## src/verilog/sgsl_consts.svh

```systemverilog
`ifndef SGSL_CONSTS_SVH
`define SGSL_CONSTS_SVH
// How it works
// - Each input port's broadcast traffic is counted in 64-byte blocks and held to the threshold per period.
// - The measurement period is 67 ms on a 100 Mbps port and 500 ms on a 10 Mbps port.
// - After reset the low byte of the storm threshold holds 0x63.
// - The threshold is one value, this byte as low part and the preceding register's field as high part.
// - The three high threshold bits sit in the low field of the preceding register and reset to 000.
// - Bit 6 of the power/LED register turns PHY power save on when set, off when clear, reset 0.
// - Bit 1 of the power/LED register drives only the low LED-mode selector, reset from its strap.
// - The high LED-mode selector comes only from its strap latched at reset and cannot be written.

// register offsets
`define SGSL_OFF_STORM_HIGH 8'h06
`define SGSL_OFF_STORM_LOW 8'h07
`define SGSL_OFF_FACT_A 8'h08
`define SGSL_OFF_FACT_B 8'h09
`define SGSL_OFF_FACT_C 8'h0A
`define SGSL_OFF_PWR_LED 8'h0B
`define SGSL_OFF_RSVD 8'h0C
`define SGSL_OFF_USER_ONE 8'h0D
`define SGSL_OFF_USER_TWO 8'h0E

// reset values
`define SGSL_RST_STORM_HIGH 3'h0
`define SGSL_RST_STORM_LOW 8'h63
`define SGSL_RST_FACT_A 8'h4E
`define SGSL_RST_FACT_B 8'h24
`define SGSL_RST_FACT_C 8'h24
`define SGSL_RST_USER 8'h00
`define SGSL_RST_RSVD 8'h00
`define SGSL_RST_PWR_LED 8'h08

// power/LED register field positions
`define SGSL_BIT_PWR_SAVE 6
`define SGSL_BIT_TEST_MODE 4
`define SGSL_BIT_LED_LOW 1
`define SGSL_PWR_LED_WMASK 8'h7F

// storm measurement
`define SGSL_BLOCK_BYTES 64
`define SGSL_THRESH_W 11
`define SGSL_PERIOD_100_MS 67
`define SGSL_PERIOD_10_MS 500
`define SGSL_CLK_HZ 25000000
`define SGSL_PERIOD_100_CYC (64'd`SGSL_PERIOD_100_MS * 64'd`SGSL_CLK_HZ / 64'd1000)
`define SGSL_PERIOD_10_CYC (64'd`SGSL_PERIOD_10_MS * 64'd`SGSL_CLK_HZ / 64'd1000)
`define SGSL_PERIOD_CNT_W 24
`define SGSL_NPORTS 3
`endif

```

## src/verilog/sgsl_pkg.sv

```systemverilog
`include "sgsl_consts.svh"

package sgsl_pkg;
  // one register access from the host port
  typedef struct packed {
    logic wr;
    logic rd;
    logic [7:0] addr;
    logic [7:0] wdata;
  } sgsl_reg_req_s;

  // per-port ingress traffic report
  typedef struct packed {
    logic blockSeen;
    logic isTenMbps;
    logic stormEn;
  } sgsl_port_in_s;

  typedef logic [`SGSL_THRESH_W-1:0] sgsl_thresh_t;
  typedef logic [`SGSL_PERIOD_CNT_W-1:0] sgsl_period_t;
endpackage : sgsl_pkg

```

## src/verilog/sgsl_global_regs.sv

```systemverilog
`include "sgsl_consts.svh"

module sgsl_global_regs #(
  parameter int unsigned NPORTS = `SGSL_NPORTS,
  parameter int unsigned PERIOD100_CYC = 32'(`SGSL_PERIOD_100_CYC),
  parameter int unsigned PERIOD10_CYC = 32'(`SGSL_PERIOD_10_CYC)
) (
  input wire logic clk,
  input wire logic nrst,
  input sgsl_pkg::sgsl_reg_req_s regReq,
  output logic [7:0] regRdData,
  output logic regRdValid,
  input wire logic ledSelLowStrap,
  input wire logic ledSelHighStrap,
  input sgsl_pkg::sgsl_port_in_s portIn [NPORTS],
  output logic [NPORTS-1:0] dropBcast,
  output logic phyPowerSave,
  output logic factoryTestMode,
  output logic specialTpidMode,
  output logic led_mode_sel_low,
  output logic led_mode_sel_high
);
  import sgsl_pkg::*;

  if (NPORTS < 1 || NPORTS > 8)
  begin : gPortCheck
    $error("NPORTS must be 1 to 8");
  end

  // register file state
  logic [2:0] stormHigh_q, stormHigh_d;
  logic [7:0] stormLow_q, stormLow_d;
  logic [7:0] factA_q, factA_d;
  logic [7:0] factB_q, factB_d;
  logic [7:0] factC_q, factC_d;
  logic [7:0] pwrLed_q, pwrLed_d;
  logic [7:0] userOne_q, userOne_d;
  logic [7:0] userTwo_q, userTwo_d;
  logic ledHigh_q, ledHigh_d;
  logic [7:0] rdData_q, rdData_d;
  logic rdValid_q, rdValid_d;
  sgsl_thresh_t threshold;

  // write decode; unmapped and reserved offsets drop writes silently
  always_comb
  begin
    stormHigh_d = stormHigh_q;
    stormLow_d = stormLow_q;
    factA_d = factA_q;
    factB_d = factB_q;
    factC_d = factC_q;
    pwrLed_d = pwrLed_q;
    userOne_d = userOne_q;
    userTwo_d = userTwo_q;
    ledHigh_d = ledHigh_q;
    if (regReq.wr)
    begin
      unique case (regReq.addr)
        `SGSL_OFF_STORM_HIGH: stormHigh_d = regReq.wdata[2:0];
        `SGSL_OFF_STORM_LOW: stormLow_d = regReq.wdata;
        `SGSL_OFF_FACT_A: factA_d = regReq.wdata;
        `SGSL_OFF_FACT_B: factB_d = regReq.wdata;
        `SGSL_OFF_FACT_C: factC_d = regReq.wdata;
        // bit 7 is read-only zero; test bit is stored as written, software must keep it 0
        `SGSL_OFF_PWR_LED: pwrLed_d = regReq.wdata & `SGSL_PWR_LED_WMASK;
        `SGSL_OFF_USER_ONE: userOne_d = regReq.wdata;
        `SGSL_OFF_USER_TWO: userTwo_d = regReq.wdata;
        default: ;
      endcase
    end
  end

  // read mux; answer comes one cycle after the request
  always_comb
  begin
    rdValid_d = regReq.rd;
    rdData_d = rdData_q;
    if (regReq.rd)
    begin
      unique case (regReq.addr)
        `SGSL_OFF_STORM_HIGH: rdData_d = {5'h00, stormHigh_q};
        `SGSL_OFF_STORM_LOW: rdData_d = stormLow_q;
        `SGSL_OFF_FACT_A: rdData_d = factA_q;
        `SGSL_OFF_FACT_B: rdData_d = factB_q;
        `SGSL_OFF_FACT_C: rdData_d = factC_q;
        `SGSL_OFF_PWR_LED: rdData_d = pwrLed_q;
        `SGSL_OFF_USER_ONE: rdData_d = userOne_q;
        `SGSL_OFF_USER_TWO: rdData_d = userTwo_q;
        default: rdData_d = `SGSL_RST_RSVD;
      endcase
    end
  end

  // reset is synchronous, so the straps are caught on the reset edges themselves
  always_ff @(posedge clk)
  begin
    if (!nrst)
    begin
      stormHigh_q <= `SGSL_RST_STORM_HIGH;
      stormLow_q <= `SGSL_RST_STORM_LOW;
      factA_q <= `SGSL_RST_FACT_A;
      factB_q <= `SGSL_RST_FACT_B;
      factC_q <= `SGSL_RST_FACT_C;
      pwrLed_q <= `SGSL_RST_PWR_LED | {6'h00, ledSelLowStrap, 1'b0};
      userOne_q <= `SGSL_RST_USER;
      userTwo_q <= `SGSL_RST_USER;
      ledHigh_q <= ledSelHighStrap;
      rdData_q <= 8'h00;
      rdValid_q <= 1'b0;
    end
    else
    begin
      stormHigh_q <= stormHigh_d;
      stormLow_q <= stormLow_d;
      factA_q <= factA_d;
      factB_q <= factB_d;
      factC_q <= factC_d;
      pwrLed_q <= pwrLed_d;
      userOne_q <= userOne_d;
      userTwo_q <= userTwo_d;
      ledHigh_q <= ledHigh_d;
      rdData_q <= rdData_d;
      rdValid_q <= rdValid_d;
    end
  end

  // one threshold for all ports
  assign threshold = {stormHigh_q, stormLow_q};

  // a per-port limiter keeps the counters close to the traffic they watch
  for (genvar p = 0; p < NPORTS; p++)
  begin : gPort
    sgsl_storm_port #(
      .PERIOD100_CYC(PERIOD100_CYC),
      .PERIOD10_CYC(PERIOD10_CYC)
    ) uLimiter (
      .clk(clk),
      .nrst(nrst),
      .portIn(portIn[p]),
      .threshold(threshold),
      .dropBcast(dropBcast[p])
    );
  end

  // outputs straight from flops
  assign regRdData = rdData_q;
  assign regRdValid = rdValid_q;
  assign phyPowerSave = pwrLed_q[`SGSL_BIT_PWR_SAVE];
  assign factoryTestMode = pwrLed_q[`SGSL_BIT_TEST_MODE];
  assign specialTpidMode = pwrLed_q[0];
  assign led_mode_sel_low = pwrLed_q[`SGSL_BIT_LED_LOW];
  assign led_mode_sel_high = ledHigh_q;
endmodule : sgsl_global_regs

```

## src/verilog/sgsl_storm_port.sv

```systemverilog
`include "sgsl_consts.svh"

module sgsl_storm_port #(
  parameter int unsigned PERIOD100_CYC = 32'(`SGSL_PERIOD_100_CYC),
  parameter int unsigned PERIOD10_CYC = 32'(`SGSL_PERIOD_10_CYC)
) (
  input wire logic clk,
  input wire logic nrst,
  input sgsl_pkg::sgsl_port_in_s portIn,
  input sgsl_pkg::sgsl_thresh_t threshold,
  output logic dropBcast
);
  import sgsl_pkg::*;

  localparam sgsl_period_t RELOAD100 = sgsl_period_t'(PERIOD100_CYC - 1);
  localparam sgsl_period_t RELOAD10 = sgsl_period_t'(PERIOD10_CYC - 1);

  if (PERIOD100_CYC < 2 || PERIOD10_CYC < 2 ||
      PERIOD100_CYC > (1 << `SGSL_PERIOD_CNT_W) || PERIOD10_CYC > (1 << `SGSL_PERIOD_CNT_W))
  begin : gPeriodCheck
    $error("period counts out of range for the period counter");
  end

  // limit reached once the count meets the threshold
  function automatic logic atLimit(input sgsl_thresh_t cnt, input sgsl_thresh_t thr);
    return cnt >= thr;
  endfunction : atLimit

  sgsl_period_t periodCnt_q, periodCnt_d;
  sgsl_thresh_t blockCnt_q, blockCnt_d;
  logic drop_q, drop_d;
  logic periodEnd;

  // period timer and block counter; speed is read at each reload
  always_comb
  begin
    periodEnd = (periodCnt_q == '0);
    periodCnt_d = periodCnt_q - sgsl_period_t'(1);
    blockCnt_d = blockCnt_q;
    if (periodEnd)
    begin
      periodCnt_d = portIn.isTenMbps ? RELOAD10 : RELOAD100;
      blockCnt_d = '0;
    end
    // a block in the boundary cycle opens the new period's count
    if (portIn.stormEn && portIn.blockSeen)
    begin
      if (periodEnd)
        blockCnt_d = sgsl_thresh_t'(1);
      else if (!atLimit(blockCnt_q, threshold))
        blockCnt_d = blockCnt_q + sgsl_thresh_t'(1);
    end
    drop_d = portIn.stormEn && atLimit(blockCnt_d, threshold);
  end

  always_ff @(posedge clk)
  begin
    if (!nrst)
    begin
      periodCnt_q <= RELOAD100;
      blockCnt_q <= '0;
      drop_q <= 1'b0;
    end
    else
    begin
      periodCnt_q <= periodCnt_d;
      blockCnt_q <= blockCnt_d;
      drop_q <= drop_d;
    end
  end

  assign dropBcast = drop_q;
endmodule : sgsl_storm_port
```

## config.mk

```make
export PLATFORM = sky130hd
export DESIGN_NAME = sgsl_global_regs
export DESIGN_NICKNAME = d
export VERILOG_FILES = /design/src/verilog/sgsl_pkg.sv /design/src/verilog/sgsl_global_regs.sv /design/src/verilog/sgsl_storm_port.sv
export VERILOG_INCLUDE_DIRS = /design/src /design/src/verilog
export SDC_FILE = /design/constraint.sdc
export NUM_CORES = 1
export LEC_CHECK = 0
export BUFFER_PORTS_ARGS = -buffer_cell sky130_fd_sc_hd__buf_4
export CAP_MARGIN = 20
export CORE_ASPECT_RATIO = 1.4
export CORE_MARGIN = 2
export CORE_UTILIZATION = 65
export DETAILED_ROUTE_END_ITERATION = 16
export GPL_TIMING_DRIVEN = 0
export MAX_ROUTING_LAYER = met4
export PLACE_DENSITY = 0.84
export SLEW_MARGIN = 20
export SYNTH_ARGS = -nofsm -noshare
export SYNTH_HDL_FRONTEND = slang
export SYNTH_SLANG_ARGS = --single-unit
```

## constraint.sdc

```tcl
create_clock -name clk -period 5.8 [get_ports clk]
set_clock_uncertainty 0.2 [all_clocks]
set_input_delay 0.58 -clock clk [delete_from_list [all_inputs] [get_ports clk]]
set_output_delay 0.58 -clock clk [all_outputs]
set_load 0.005 [all_outputs]
```

==> flow_metrics.env, run 1 <==
export IMPL_initial_core_util_pct=66.2
export IMPL_core_mm2=0.0138
export IMPL_setup_viol=0
export IMPL_synthCells=1066
export IMPL_power_frac_clock_pct=45.9
export IMPL_p_comb_share_pct=4.8
export IMPL_clkTransAtPathRegs_ps=70
export IMPL_powerDensity_mw_per_mm2=242
export IMPL_synth_fa_ha_area_share_pct=9.96
export IMPL_final_cell_count_no_fill=1322
export IMPL_rsz0062_at_grt="false"
export IMPL_internal_power_mw=1.86
export IMPL_ys_seq_area_share_pct=38.6
export IMPL_grt_pass1_vias=7659
export IMPL_synth_xor_xnor_area_share_pct=7.36
export IMPL_hold_viol=0
export IMPL_viasPerCell=6.06
export IMPL_slowest_delay_ps=850
export IMPL_root_buffer="clkbuf_16"
export IMPL_async_flop_share_pct=0
export IMPL_slew_violations=0
export IMPL_synth_cell_types=56
export IMPL_die_area_mm2=0.0151
export IMPL_end_kind="flip-flop"
export IMPL_areaGrowthSynthToFinish_pct=12.1
export IMPL_wire_per_inst_um=16.5
export IMPL_clock_sinks=176
export IMPL_r2r_slack_ps=1510
export IMPL_crit_chain="inv_1 -> ha_1 -> a21oi_1 -> o21ai_0 -> a2111oi_2 -> nand2_1 -> o22ai_1 -> nor2_1 -> ha_1 -> nand2b_1 -> a21o_1 -> a21oi_1 -> o21ai_0 -> a211oi_1 -> o31ai_1"
export IMPL_cts_htree_levels=4
export IMPL_maxCapViolCount=0
export IMPL_grt_pass1_wl_um=36100
export IMPL_ys_flop_type="dfxtp_1"
export IMPL_cts_tree="done"
export IMPL_drc_errors=0
export IMPL_die_w_um=104
export IMPL_dp_hpwl_um=15700
export IMPL_path_class="reg2reg"
export IMPL_fmax_ghz=0.233
export IMPL_die_y_um=145
export IMPL_critPathBufInv=1
export IMPL_cts_repair_resize_count=0
export IMPL_startpoint_type="flip-flop"
export IMPL_yosys_area_share_simple_pct=24.3
export IMPL_cts_hold_buf=0
export IMPL_crit_arrival_ps=4410
export IMPL_fin_crit_ps=4290
export IMPL_ys_warn_count=0
export IMPL_p_leak_nw=3.96
export IMPL_cts_setup_buffers=0
export IMPL_dp_cells=1290
export IMPL_final_layout_size_suffix_gt1_share_pct=8.80
export IMPL_cts_made_buffers=17
export IMPL_worstPathRequired_ps=5930
export IMPL_clock_latency_ps=440
export IMPL_worst_slew_pin_slew_ps=959
export IMPL_grt_max_degree=19
export IMPL_synth_top_family_by_area="simple AND/OR/NAND/NOR gates"
export IMPL_syn_area_per_cell_um2=8.60
export IMPL_critical_path_top_delay_family="compound AO/OA/AOI/OAI gates"
export IMPL_syn_cell_area_mm2=0.00917
export IMPL_pwr_share_seq_pct=49.3
export IMPL_first_pass_iters=5
export IMPL_synth_edf_count=2
export IMPL_period_share_pct=73.9
export IMPL_synth_area_mux_share_pct=5.54
export IMPL_fin_nets=1228
export IMPL_crit_slowest_cell="a2111oi_2"
export IMPL_power_switching_uw=629
export IMPL_design_portCount=48
export IMPL_row_count=51
export IMPL_postRouteWirelength_um=21800
export IMPL_ys_seq_elements=176
export IMPL_min_path_type="in2reg"
export IMPL_setup_tns_final_ps=0
export IMPL_synth_compound_area_share_pct=11.1
export IMPL_num_vias=8017
export IMPL_diodes=0
export IMPL_holdWs_ps=117
export IMPL_clockBufferDepth=2
export IMPL_outcome="completed"
export IMPL_grt_overflow=0
export IMPL_gp_congestion=0.920
export IMPL_syn_nets=1170
export IMPL_antenna_found_initial=0
export IMPL_p_sw_share_pct=25.3
export IMPL_grt_total_usage_pct=30.4
export IMPL_ant_nets=0
export IMPL_cp_max_fo=9
export IMPL_portBuffers=39
export IMPL_slew_headroom_pct=36.0
export IMPL_drt_iter0_drc=541
export IMPL_irDropWorstVdd_uv=179
## worst paths after layout
| check | startpoint | end | cells past startpoint |
|---|---|---|---|
| max | stormLow_q[2] | gPort[0].uLimiter.dropBcast | 15 |
| min | ledSelHighStrap | led_mode_sel_high | 1 |
| max reg2reg | stormLow_q[2] | gPort[0].uLimiter.dropBcast | 15 |
| min reg2reg | gPort[1].uLimiter.periodCnt_q[0] | gPort[1].uLimiter.periodCnt_q[0] | 1 |
## cells in the final DEF (no fill, tap or decap), types with 4 or more instances in the layout
cell type	n
o31ai_1	6
nand2b_1	7
a211oi_1	11
ha_1	73
nor4_1	16
nand4_1	9
and2_1	5
nor3b_1	5
nor3_1	37
nor2b_1	11
inv_6	5
and4_1	7
inv_8	5
buf_1	6
a221o_1	8
o21ai_0	36
or3_1	6
xnor2_1	53
buf_4	43
o211ai_1	4
or4_1	9
mux2i_1	35
and3_1	11
inv_1	26
o21a_1	5
xor2_1	24
a22o_1	11
nor2_1	151
a21oi_1	55
mux4_2	7
nand3_1	69
buf_2	4
nand2_1	110
clkbuf_16	18
clkbuf_1	29
dfxtp_1	174
a21o_1	6
## kinds of logic (layout without fill, tap and decap cells)
kind of cell    after synthesis  in the layout
xor+xnor                     77             77
simple gates                468            468
buf+inv                      70            141
fa+ha+maj                    73             73
compound gates              160            160
flops                       176            176
mux                          42             42
## flip-flops by register name, summed over array words and instances (netlist names), 3 cells and up
signal	flops
gPort.uLimiter.periodCnt_q	72
gPort.uLimiter.blockCnt_q	33
factA_q	8
factB_q	8
factC_q	8
regRdData	8
stormLow_q	8
userOne_q	8
userTwo_q	8
pwrLed_q	7
gPort.uLimiter.dropBcast	3
stormHigh_q	3
## final cells by class
type,instances,area [um2]
Clock inverter,14,134
Buffer,43,181
Sequential cell,176,3540
Clock buffer,18,450
Multi-Input combinational cell,820,5340
Tap cell,185,231
Timing Repair Buffer,39,293
Inverter,27,101
Fill cell,1044,3570
## power groups by stage
stage / Sequential [mW] / Clock (mW) / Combinational (mW)
3_5_place_dp: 1.26 / 0 / 0.117
3_3_place_gp: 1.26 / 0 / 0.115
5_1_grt: 1.23 / 1.20 / 0.131
4_1_cts: 1.23 / 1.15 / 0.119
2_1_floorplan: 1.25 / 0 / 0.0714
6_report: 1.23 / 1.14 / 0.119
## cells in the mapped netlist (5+ instances only)
cell      count  area, um2
or4_1         9       67.6
clkbuf_1     29        109
ha_1         73        913
nor3_1       37        185
buf_1         6       22.5
inv_1        26       97.6
mux4_2        7        158
o31ai_1       6       45.0
nor2_1      151        567
nand4_1       9       56.3
a211oi_1     11       82.6
mux2i_1      35        350
xnor2_1      53        464
nand2b_1      7       43.8
dfxtp_1     174       3480
or3_1         6       37.5
nor3b_1       5       37.5
a21oi_1      55        275
nor2b_1      11       68.8
o21ai_0      36        180
nand3_1      69        345
and3_1       11       68.8
a221o_1       8       80.1
xor2_1       24        210
a21o_1        6       45.0
nand2_1     110        413
and2_1        5       31.3
a22o_1       11       96.3
nor4_1       16        100
and4_1        7       61.3
o21a_1        5       37.5
## per-stage QoR
stage | power [mW] | area (um2) | utilization [%] | setup WS, ps
2_1_floorplan | 1.33 | 9170 | - | 2210
3_3_place_gp | 1.37 | 9690 | 70.0 | 1740
3_5_place_dp | 1.37 | 9690 | 70.0 | 1700
4_1_cts | 2.50 | 10300 | 74.2 | 1560
5_1_grt | 2.56 | 10300 | 74.2 | 1170
6_report | 2.49 | 10300 | 74.2 | 1510
## per-layer routing
metal	global-route usage (%)	vias up	part of all wire, %	wire, um
met4	11.8	0	2.1	467
met1	34.6	3822	41	8850
met5	-	-	0	0
li1	-	3916	-	-
met3	4.19	40	5.2	1140
met2	54.3	239	52	11300
(Power assumes the default switching activity.)
==> run 2, diff against run 1 <==
--- a/config.mk
+++ b/config.mk
@@ -10,11 +10,11 @@
 export CAP_MARGIN = 20
 export CORE_ASPECT_RATIO = 1.4
 export CORE_MARGIN = 2
-export CORE_UTILIZATION = 65
+export CORE_UTILIZATION = 56
 export DETAILED_ROUTE_END_ITERATION = 16
 export GPL_TIMING_DRIVEN = 0
 export MAX_ROUTING_LAYER = met4
-export PLACE_DENSITY = 0.84
+export PLACE_DENSITY = 0.77
 export SLEW_MARGIN = 20
 export SYNTH_ARGS = -nofsm -noshare
 export SYNTH_HDL_FRONTEND = slang
==> constraint.sdc (replaced) <==
create_clock -name clk -period 3.9 [get_ports clk]
set_clock_uncertainty 0.2 [all_clocks]
set_input_delay 0.39 -clock clk [delete_from_list [all_inputs] [get_ports clk]]
set_output_delay 0.39 -clock clk [all_outputs]
set_load 0.005 [all_outputs]
==> run 2 against run 1 <==
Against the previous run:
- via count shrank 2.5%
- critical path depth shrank 2
- sequential power grew 49%
- core utilization shrank 9.1 points
- clock-buffer cell count is the same
- final cell count grew 1.6%
- routed wire length shrank 0.61%
- first-iteration DRC count shrank 7.0%
- highest routed layer unchanged
- total power grew 49%
- global-route usage shrank 4.8 points
- design area grew 2.0%
- combinational power grew 55%
==> flow_metrics.env, run 2 (same netlist as run 1, synthesis figures left out) <==
export IMPL_utilization_pct=65.1
export IMPL_cts_htree_levels=4
export IMPL_grt_total_usage_pct=25.7
export IMPL_setup_viol=0
export IMPL_die_w_um=112
export IMPL_rsz0062_at_grt="true"
export IMPL_maxCapViolCount=0
export IMPL_clkTransAtPathRegs_ps=70
export IMPL_holdWs_ps=40.5
export IMPL_multi_input_area_mm2=0.00546
export IMPL_fin_nets=1235
export IMPL_seq_area_mm2=0.00355
export IMPL_irDropWorstVdd_uv=311
export IMPL_dpl_instance_area_mm2=0.00971
export IMPL_num_vias=7813
export IMPL_clock_latency_ps=430
export IMPL_final_layout_size_suffix_gt1_share_pct=11.4
export IMPL_grt_max_degree=18
export IMPL_largest_register="gPort.uLimiter.periodCnt_q"
export IMPL_cts_made_buffers=17
export IMPL_drc_errors=0
export IMPL_setup_tns_final_ps=0
export IMPL_postRouteWirelength_um=21700
export IMPL_pwr_share_seq_pct=49.2
export IMPL_outcome="completed"
export IMPL_internal_power_mw=2.80
export IMPL_power_frac_clock_pct=45.8
export IMPL_p_leak_nw=4.06
export IMPL_p_sw_share_pct=24.5
export IMPL_gp_congestion=0.901
export IMPL_largest_reg_flops=72
export IMPL_first_pass_iters=5
export IMPL_grt_overflow=0
export IMPL_antenna_found_initial=0
export IMPL_crit_arrival_ps=3860
export IMPL_fillCellCount=1348
export IMPL_slew_violations=0
export IMPL_die_area_mm2=0.0174
export IMPL_dp_hpwl_um=15600
export IMPL_powerDensity_mw_per_mm2=354
export IMPL_root_buffer="clkbuf_16"
export IMPL_cp_max_fo=5
export IMPL_die_y_um=155
export IMPL_hold_viol=0
export IMPL_layout_common_cells="172 x dfxtp_1, 150 x nor2_1, 110 x nand2_1"
export IMPL_fin_area_mm2=0.0105
export IMPL_core_mm2=0.0161
export IMPL_wire_per_inst_um=16.1
export IMPL_ant_nets=0
export IMPL_min_path_type="in2reg"
export IMPL_final_common_cell="dfxtp_1"
export IMPL_fin_crit_ps=3750
export IMPL_cts_tree="done"
export IMPL_slew_headroom_pct=39.3
export IMPL_cpMostUsedCell="or4_4"
export IMPL_diodes=0
export IMPL_crit_chain="or4_4 -> or4_4 -> or4_4 -> buf_6 -> and3_4 -> nor2_4 -> ha_1 -> nand2b_1 -> a21o_1 -> a21oi_2 -> o21ai_2 -> a211oi_2 -> o31ai_1"
export IMPL_initial_core_util_pct=56.9
export IMPL_row_count=55
export IMPL_path_class="reg2reg"
export IMPL_p_total_mw=3.71
export IMPL_crit_slowest_cell="or4_4"
export IMPL_viasPerCell=5.82
export IMPL_clockBufferDepth=2
export IMPL_grt_pass1_wl_um=35600
export IMPL_fmax_ghz=0.266
export IMPL_reg_top3="gPort.uLimiter.periodCnt_q (72), gPort.uLimiter.blockCnt_q (33)"
export IMPL_worst_slew_pin_slew_ps=907
export IMPL_drt_iter0_drc=503
export IMPL_period_share_pct=96.3
export IMPL_slowest_delay_ps=550
export IMPL_p_comb_share_pct=5.0
export IMPL_power_switching_uw=909
export IMPL_clock_sinks=176
export IMPL_portBuffers=39
export IMPL_startpoint_type="flip-flop"
export IMPL_grt_pass1_vias=7550
export IMPL_worstPathRequired_ps=4010
export IMPL_areaGrowthSynthToFinish_pct=14.4
export IMPL_end_kind="flip-flop"
export IMPL_design_portCount=48
==> run 2: cell types whose count changed in the layout (fill, tap and decap cells not counted), sizes merged <==
cell	delta
buf	+7
clkbuf	-2
clkinv	-2
clkinvlp	+2
dlygate4sd3	+2
bufinv	+1
inv	-1
==> run 2: area by class of cell <==
type	instances	area share [%]
clock buffers	18	4.19
plain buffers	42	1.80
clock inverters	14	1.38
inverters	27	0.966
repair buffers	47	3.41
well taps	199	2.37
flip-flops and latches	176	33.8
multi-input cells	820	52.1
==> run 2: routing by layer <==
metal | vias up | track usage (%) | wire [um]
met3 | 49 | 4.56 | 740
met2 | 158 | 44.2 | 10900
met5 | - | - | 0
li1 | 3905 | - | -
met1 | 3701 | 29.8 | 9400
met4 | 0 | 9.64 | 588
==> run 2: metrics by stage <==
stage / instances / worst slack [ps]
4_1_cts: 1338 / 9.46
6_report: 1343 / 146
3_5_place_dp: 1304 / -233
2_1_floorplan: 1066 / 308
5_1_grt: 1343 / -41.7
3_3_place_gp: 1304 / -194
==> run 2: what timing repair did <==
item	in CTS	in global routing
buffers inserted	0	6
hold buffers	2	0
resized for setup	3	36
hold endpoints to repair	2	0
setup endpoints to repair	2	3
pin swaps	1	11
==> run 2: worst paths after layout <==
kind / start / endpoint / slack, ps / cells after the start
setup / recovery: gPort[0].uLimiter.periodCnt_q[19] / gPort[0].uLimiter.dropBcast / 150 / 13
hold / removal: portIn[0] / gPort[2].uLimiter.dropBcast / 40 / 3
hold reg to reg: gPort[1].uLimiter.periodCnt_q[0] / gPort[1].uLimiter.periodCnt_q[0] / 210 / 1
setup reg to reg: gPort[0].uLimiter.periodCnt_q[19] / gPort[0].uLimiter.dropBcast / 150 / 13
==> run 2: critical path, delay by kind of cell, from the launching register on <==
family / cells / cell delay (ps)
and+or+nand+nor: 6 / 2000
AOI/OAI and AO/OA: 5 / 740
DFF: 1 / 330
adders and majority gates: 1 / 220
buffers and inverters: 1 / 150
==> run 2: power groups by stage <==
stage | Sequential, mW | Clock (mW) | Combinational [mW]
detailed placement | 1.87 | 0 | 0.177
floorplan | 1.87 | 0 | 0.106
global placement | 1.87 | 0 | 0.175
global route | 1.83 | 1.80 | 0.205
finish | 1.83 | 1.70 | 0.185
CTS | 1.83 | 1.72 | 0.180
==> run 3, diff against run 2 <==
--- a/config.mk
+++ b/config.mk
@@ -15,6 +15,7 @@
 export GPL_TIMING_DRIVEN = 0
 export MAX_ROUTING_LAYER = met4
 export PLACE_DENSITY = 0.77
+export REMOVE_ABC_BUFFERS = 1
 export SLEW_MARGIN = 20
 export SYNTH_ARGS = -nofsm -noshare
 export SYNTH_HDL_FRONTEND = slang
==> run 3 against run 2 <==
Against the previous run:
- sequential power about the same
- global-route usage fell by 0.73 points
- clock-buffer cell count unchanged
- via count is 1.6% lower
- non-clock buffer count is 28 lower
- register-to-register slack better by 50 ps
- largest cell class unchanged
- largest power group unchanged
- highest routed layer unchanged
==> flow_metrics.env, run 3 (same netlist as run 1, synthesis figures left out) <==
export IMPL_cp_max_fo=8
export IMPL_root_buffer="clkbuf_16"
export IMPL_postRouteWirelength_um=20600
export IMPL_worstPathRequired_ps=4010
export IMPL_portBuffers=47
export IMPL_slew_violations=0
export IMPL_wire_per_inst_um=15.7
export IMPL_crit_chain="or4_4 -> or4_4 -> or4_4 -> and3_4 -> nor2_1 -> ha_1 -> nand2b_1 -> a21o_1 -> a21oi_1 -> o21ai_1 -> a211oi_2 -> o31ai_1"
export IMPL_initial_core_util_pct=56.9
export IMPL_slowest_delay_ps=560
export IMPL_crit_slowest_cell="or4_4"
export IMPL_first_pass_iters=6
export IMPL_gp_congestion=0.857
export IMPL_period_share_pct=95.1
export IMPL_final_common_cell="dfxtp_1"
export IMPL_hold_viol=0
export IMPL_design_portCount=48
export IMPL_fin_nets=1207
export IMPL_grt_overflow=0
export IMPL_grt_max_degree=56
export IMPL_die_y_um=155
export IMPL_setup_tns_final_ps=0
export IMPL_clock_latency_ps=430
export IMPL_grt_pass1_wl_um=34700
export IMPL_cts_made_buffers=17
export IMPL_clockBufferDepth=2
export IMPL_crit_arrival_ps=3820
export IMPL_end_kind="flip-flop"
export IMPL_outcome="completed"
export IMPL_largest_register="gPort.uLimiter.periodCnt_q"
export IMPL_worst_slew_pin_slew_ps=1050
export IMPL_grt_pass1_vias=7481
export IMPL_setup_viol=0
export IMPL_layout_common_cells="171 x dfxtp_1, 151 x nor2_1, 110 x nand2_1"
export IMPL_min_path_type="in2reg"
export IMPL_largest_reg_flops=72
export IMPL_die_w_um=112
export IMPL_met2_wirelength_um=10600
export IMPL_antenna_found_initial=0
export IMPL_p_leak_nw=4.02
export IMPL_powerDensity_mw_per_mm2=361
export IMPL_seq_area_mm2=0.00355
export IMPL_cpMostUsedCell="or4_4"
export IMPL_grt_total_usage_pct=24.9
export IMPL_maxUsedRoutingLayer="met4"
export IMPL_fin_crit_ps=3710
export IMPL_row_count=55
export IMPL_startpoint_type="flip-flop"
export IMPL_clock_sinks=176
export IMPL_reg_top3="gPort.uLimiter.periodCnt_q (72), gPort.uLimiter.blockCnt_q (33)"
export IMPL_core_mm2=0.0161
export IMPL_cts_tree="done"
export IMPL_maxCapViolCount=0
export IMPL_final_layout_size_suffix_gt1_share_pct=12.0
export IMPL_holdWs_ps=43.2
export IMPL_diodes=0
export IMPL_num_vias=7686
export IMPL_drc_errors=0
export IMPL_slew_headroom_pct=29.7
export IMPL_die_area_mm2=0.0174
export IMPL_cts_htree_levels=4
export IMPL_p_total_mw=3.76
export IMPL_fmax_ghz=0.270
export IMPL_fillCellCount=1414
export IMPL_viasPerCell=5.84
export IMPL_utilization_pct=64.7
export IMPL_wl_met1_um=8700
export IMPL_path_class="reg2reg"
export IMPL_multi_input_area_mm2=0.00544
export IMPL_drt_iter0_drc=403
export IMPL_irDropWorstVdd_uv=339
export IMPL_areaGrowthSynthToFinish_pct=13.6
export IMPL_clkTransAtPathRegs_ps=70
export IMPL_dp_hpwl_um=14300
export IMPL_route_met3_wl_um=926
export IMPL_ant_nets=0
export IMPL_r2r_slack_ps=190
run 3: cell types whose count changed in the layout (fill, tap and decap cells not counted), sizes merged:
| cell | previous run | this run |
|---|---|---|
| buf | 60 | 59 |
| inv | 36 | 33 |
| clkinvlp | 3 | 5 |
| bufinv | 1 | 2 |
| clkbuf | 45 | 18 |
run 3: per-layer routing:
metal | track usage (%) | vias to the layer above
li1 | - | 3849
met1 | 28.2 | 3633
met2 | 43.5 | 165
met3 | 4.67 | 39
met4 | 9.76 | 0
met5 | - | -
run 3: area by class of cell:
cell class | instances | share of cell area, %
flip-flops and latches | 176 | 34.0
multi-input cells | 820 | 52.2
repair buffers | 61 | 4.44
well taps | 199 | 2.39
clock inverters | 14 | 1.60
inverters | 27 | 1.08
clock buffers | 18 | 4.21
run 3: power by group:
| part | switching [mW] | internal [mW] |
|---|---|---|
| clock network | 0.769 | 0.985 |
| registers | 0.0141 | 1.81 |
| logic | 0.108 | 0.0718 |
| total | 0.891 | 2.87 |
run 3: what timing repair did:
action / in CTS / in global routing
setup endpoints to repair: 3 / 3
gates resized for setup: 10 / 14
buffers inserted: 4 / 7
hold buffers: 2 / 0
hold endpoints to repair: 2 / 0
pin swaps: 4 / 3
run 3: path summary, 6_finish.rpt:
kind / startpoint / endpoint / cells past startpoint
max: gPort[0].uLimiter.periodCnt_q[18] / gPort[0].uLimiter.dropBcast / 12
min: portIn[6] / gPort[0].uLimiter.dropBcast / 3
max reg2reg: gPort[0].uLimiter.periodCnt_q[18] / gPort[0].uLimiter.dropBcast / 12
min reg2reg: gPort[1].uLimiter.periodCnt_q[0] / gPort[1].uLimiter.periodCnt_q[0] / 1
run 3: stage by stage:
| step | instance area, um2 | instances | worst slack [ps] |
|---|---|---|---|
| 5_1_grt | 10400 | 1315 | -0.596 |
| 3_3_place_gp | 9590 | 1269 | -783 |
| 3_5_place_dp | 9620 | 1270 | -492 |
| 2_1_floorplan | 8990 | 1023 | 159 |
| 4_1_cts | 10300 | 1308 | 19.1 |
| 6_report | 10400 | 1315 | 192 |
run 3: critical path, delay by kind of cell, from the launching register on:
| kind | cells | cell delay [ps] |
|---|---|---|
| fa+ha+maj | 1 | 230 |
| flops | 1 | 330 |
| simple gates | 6 | 2020 |
| compound gates | 5 | 790 |
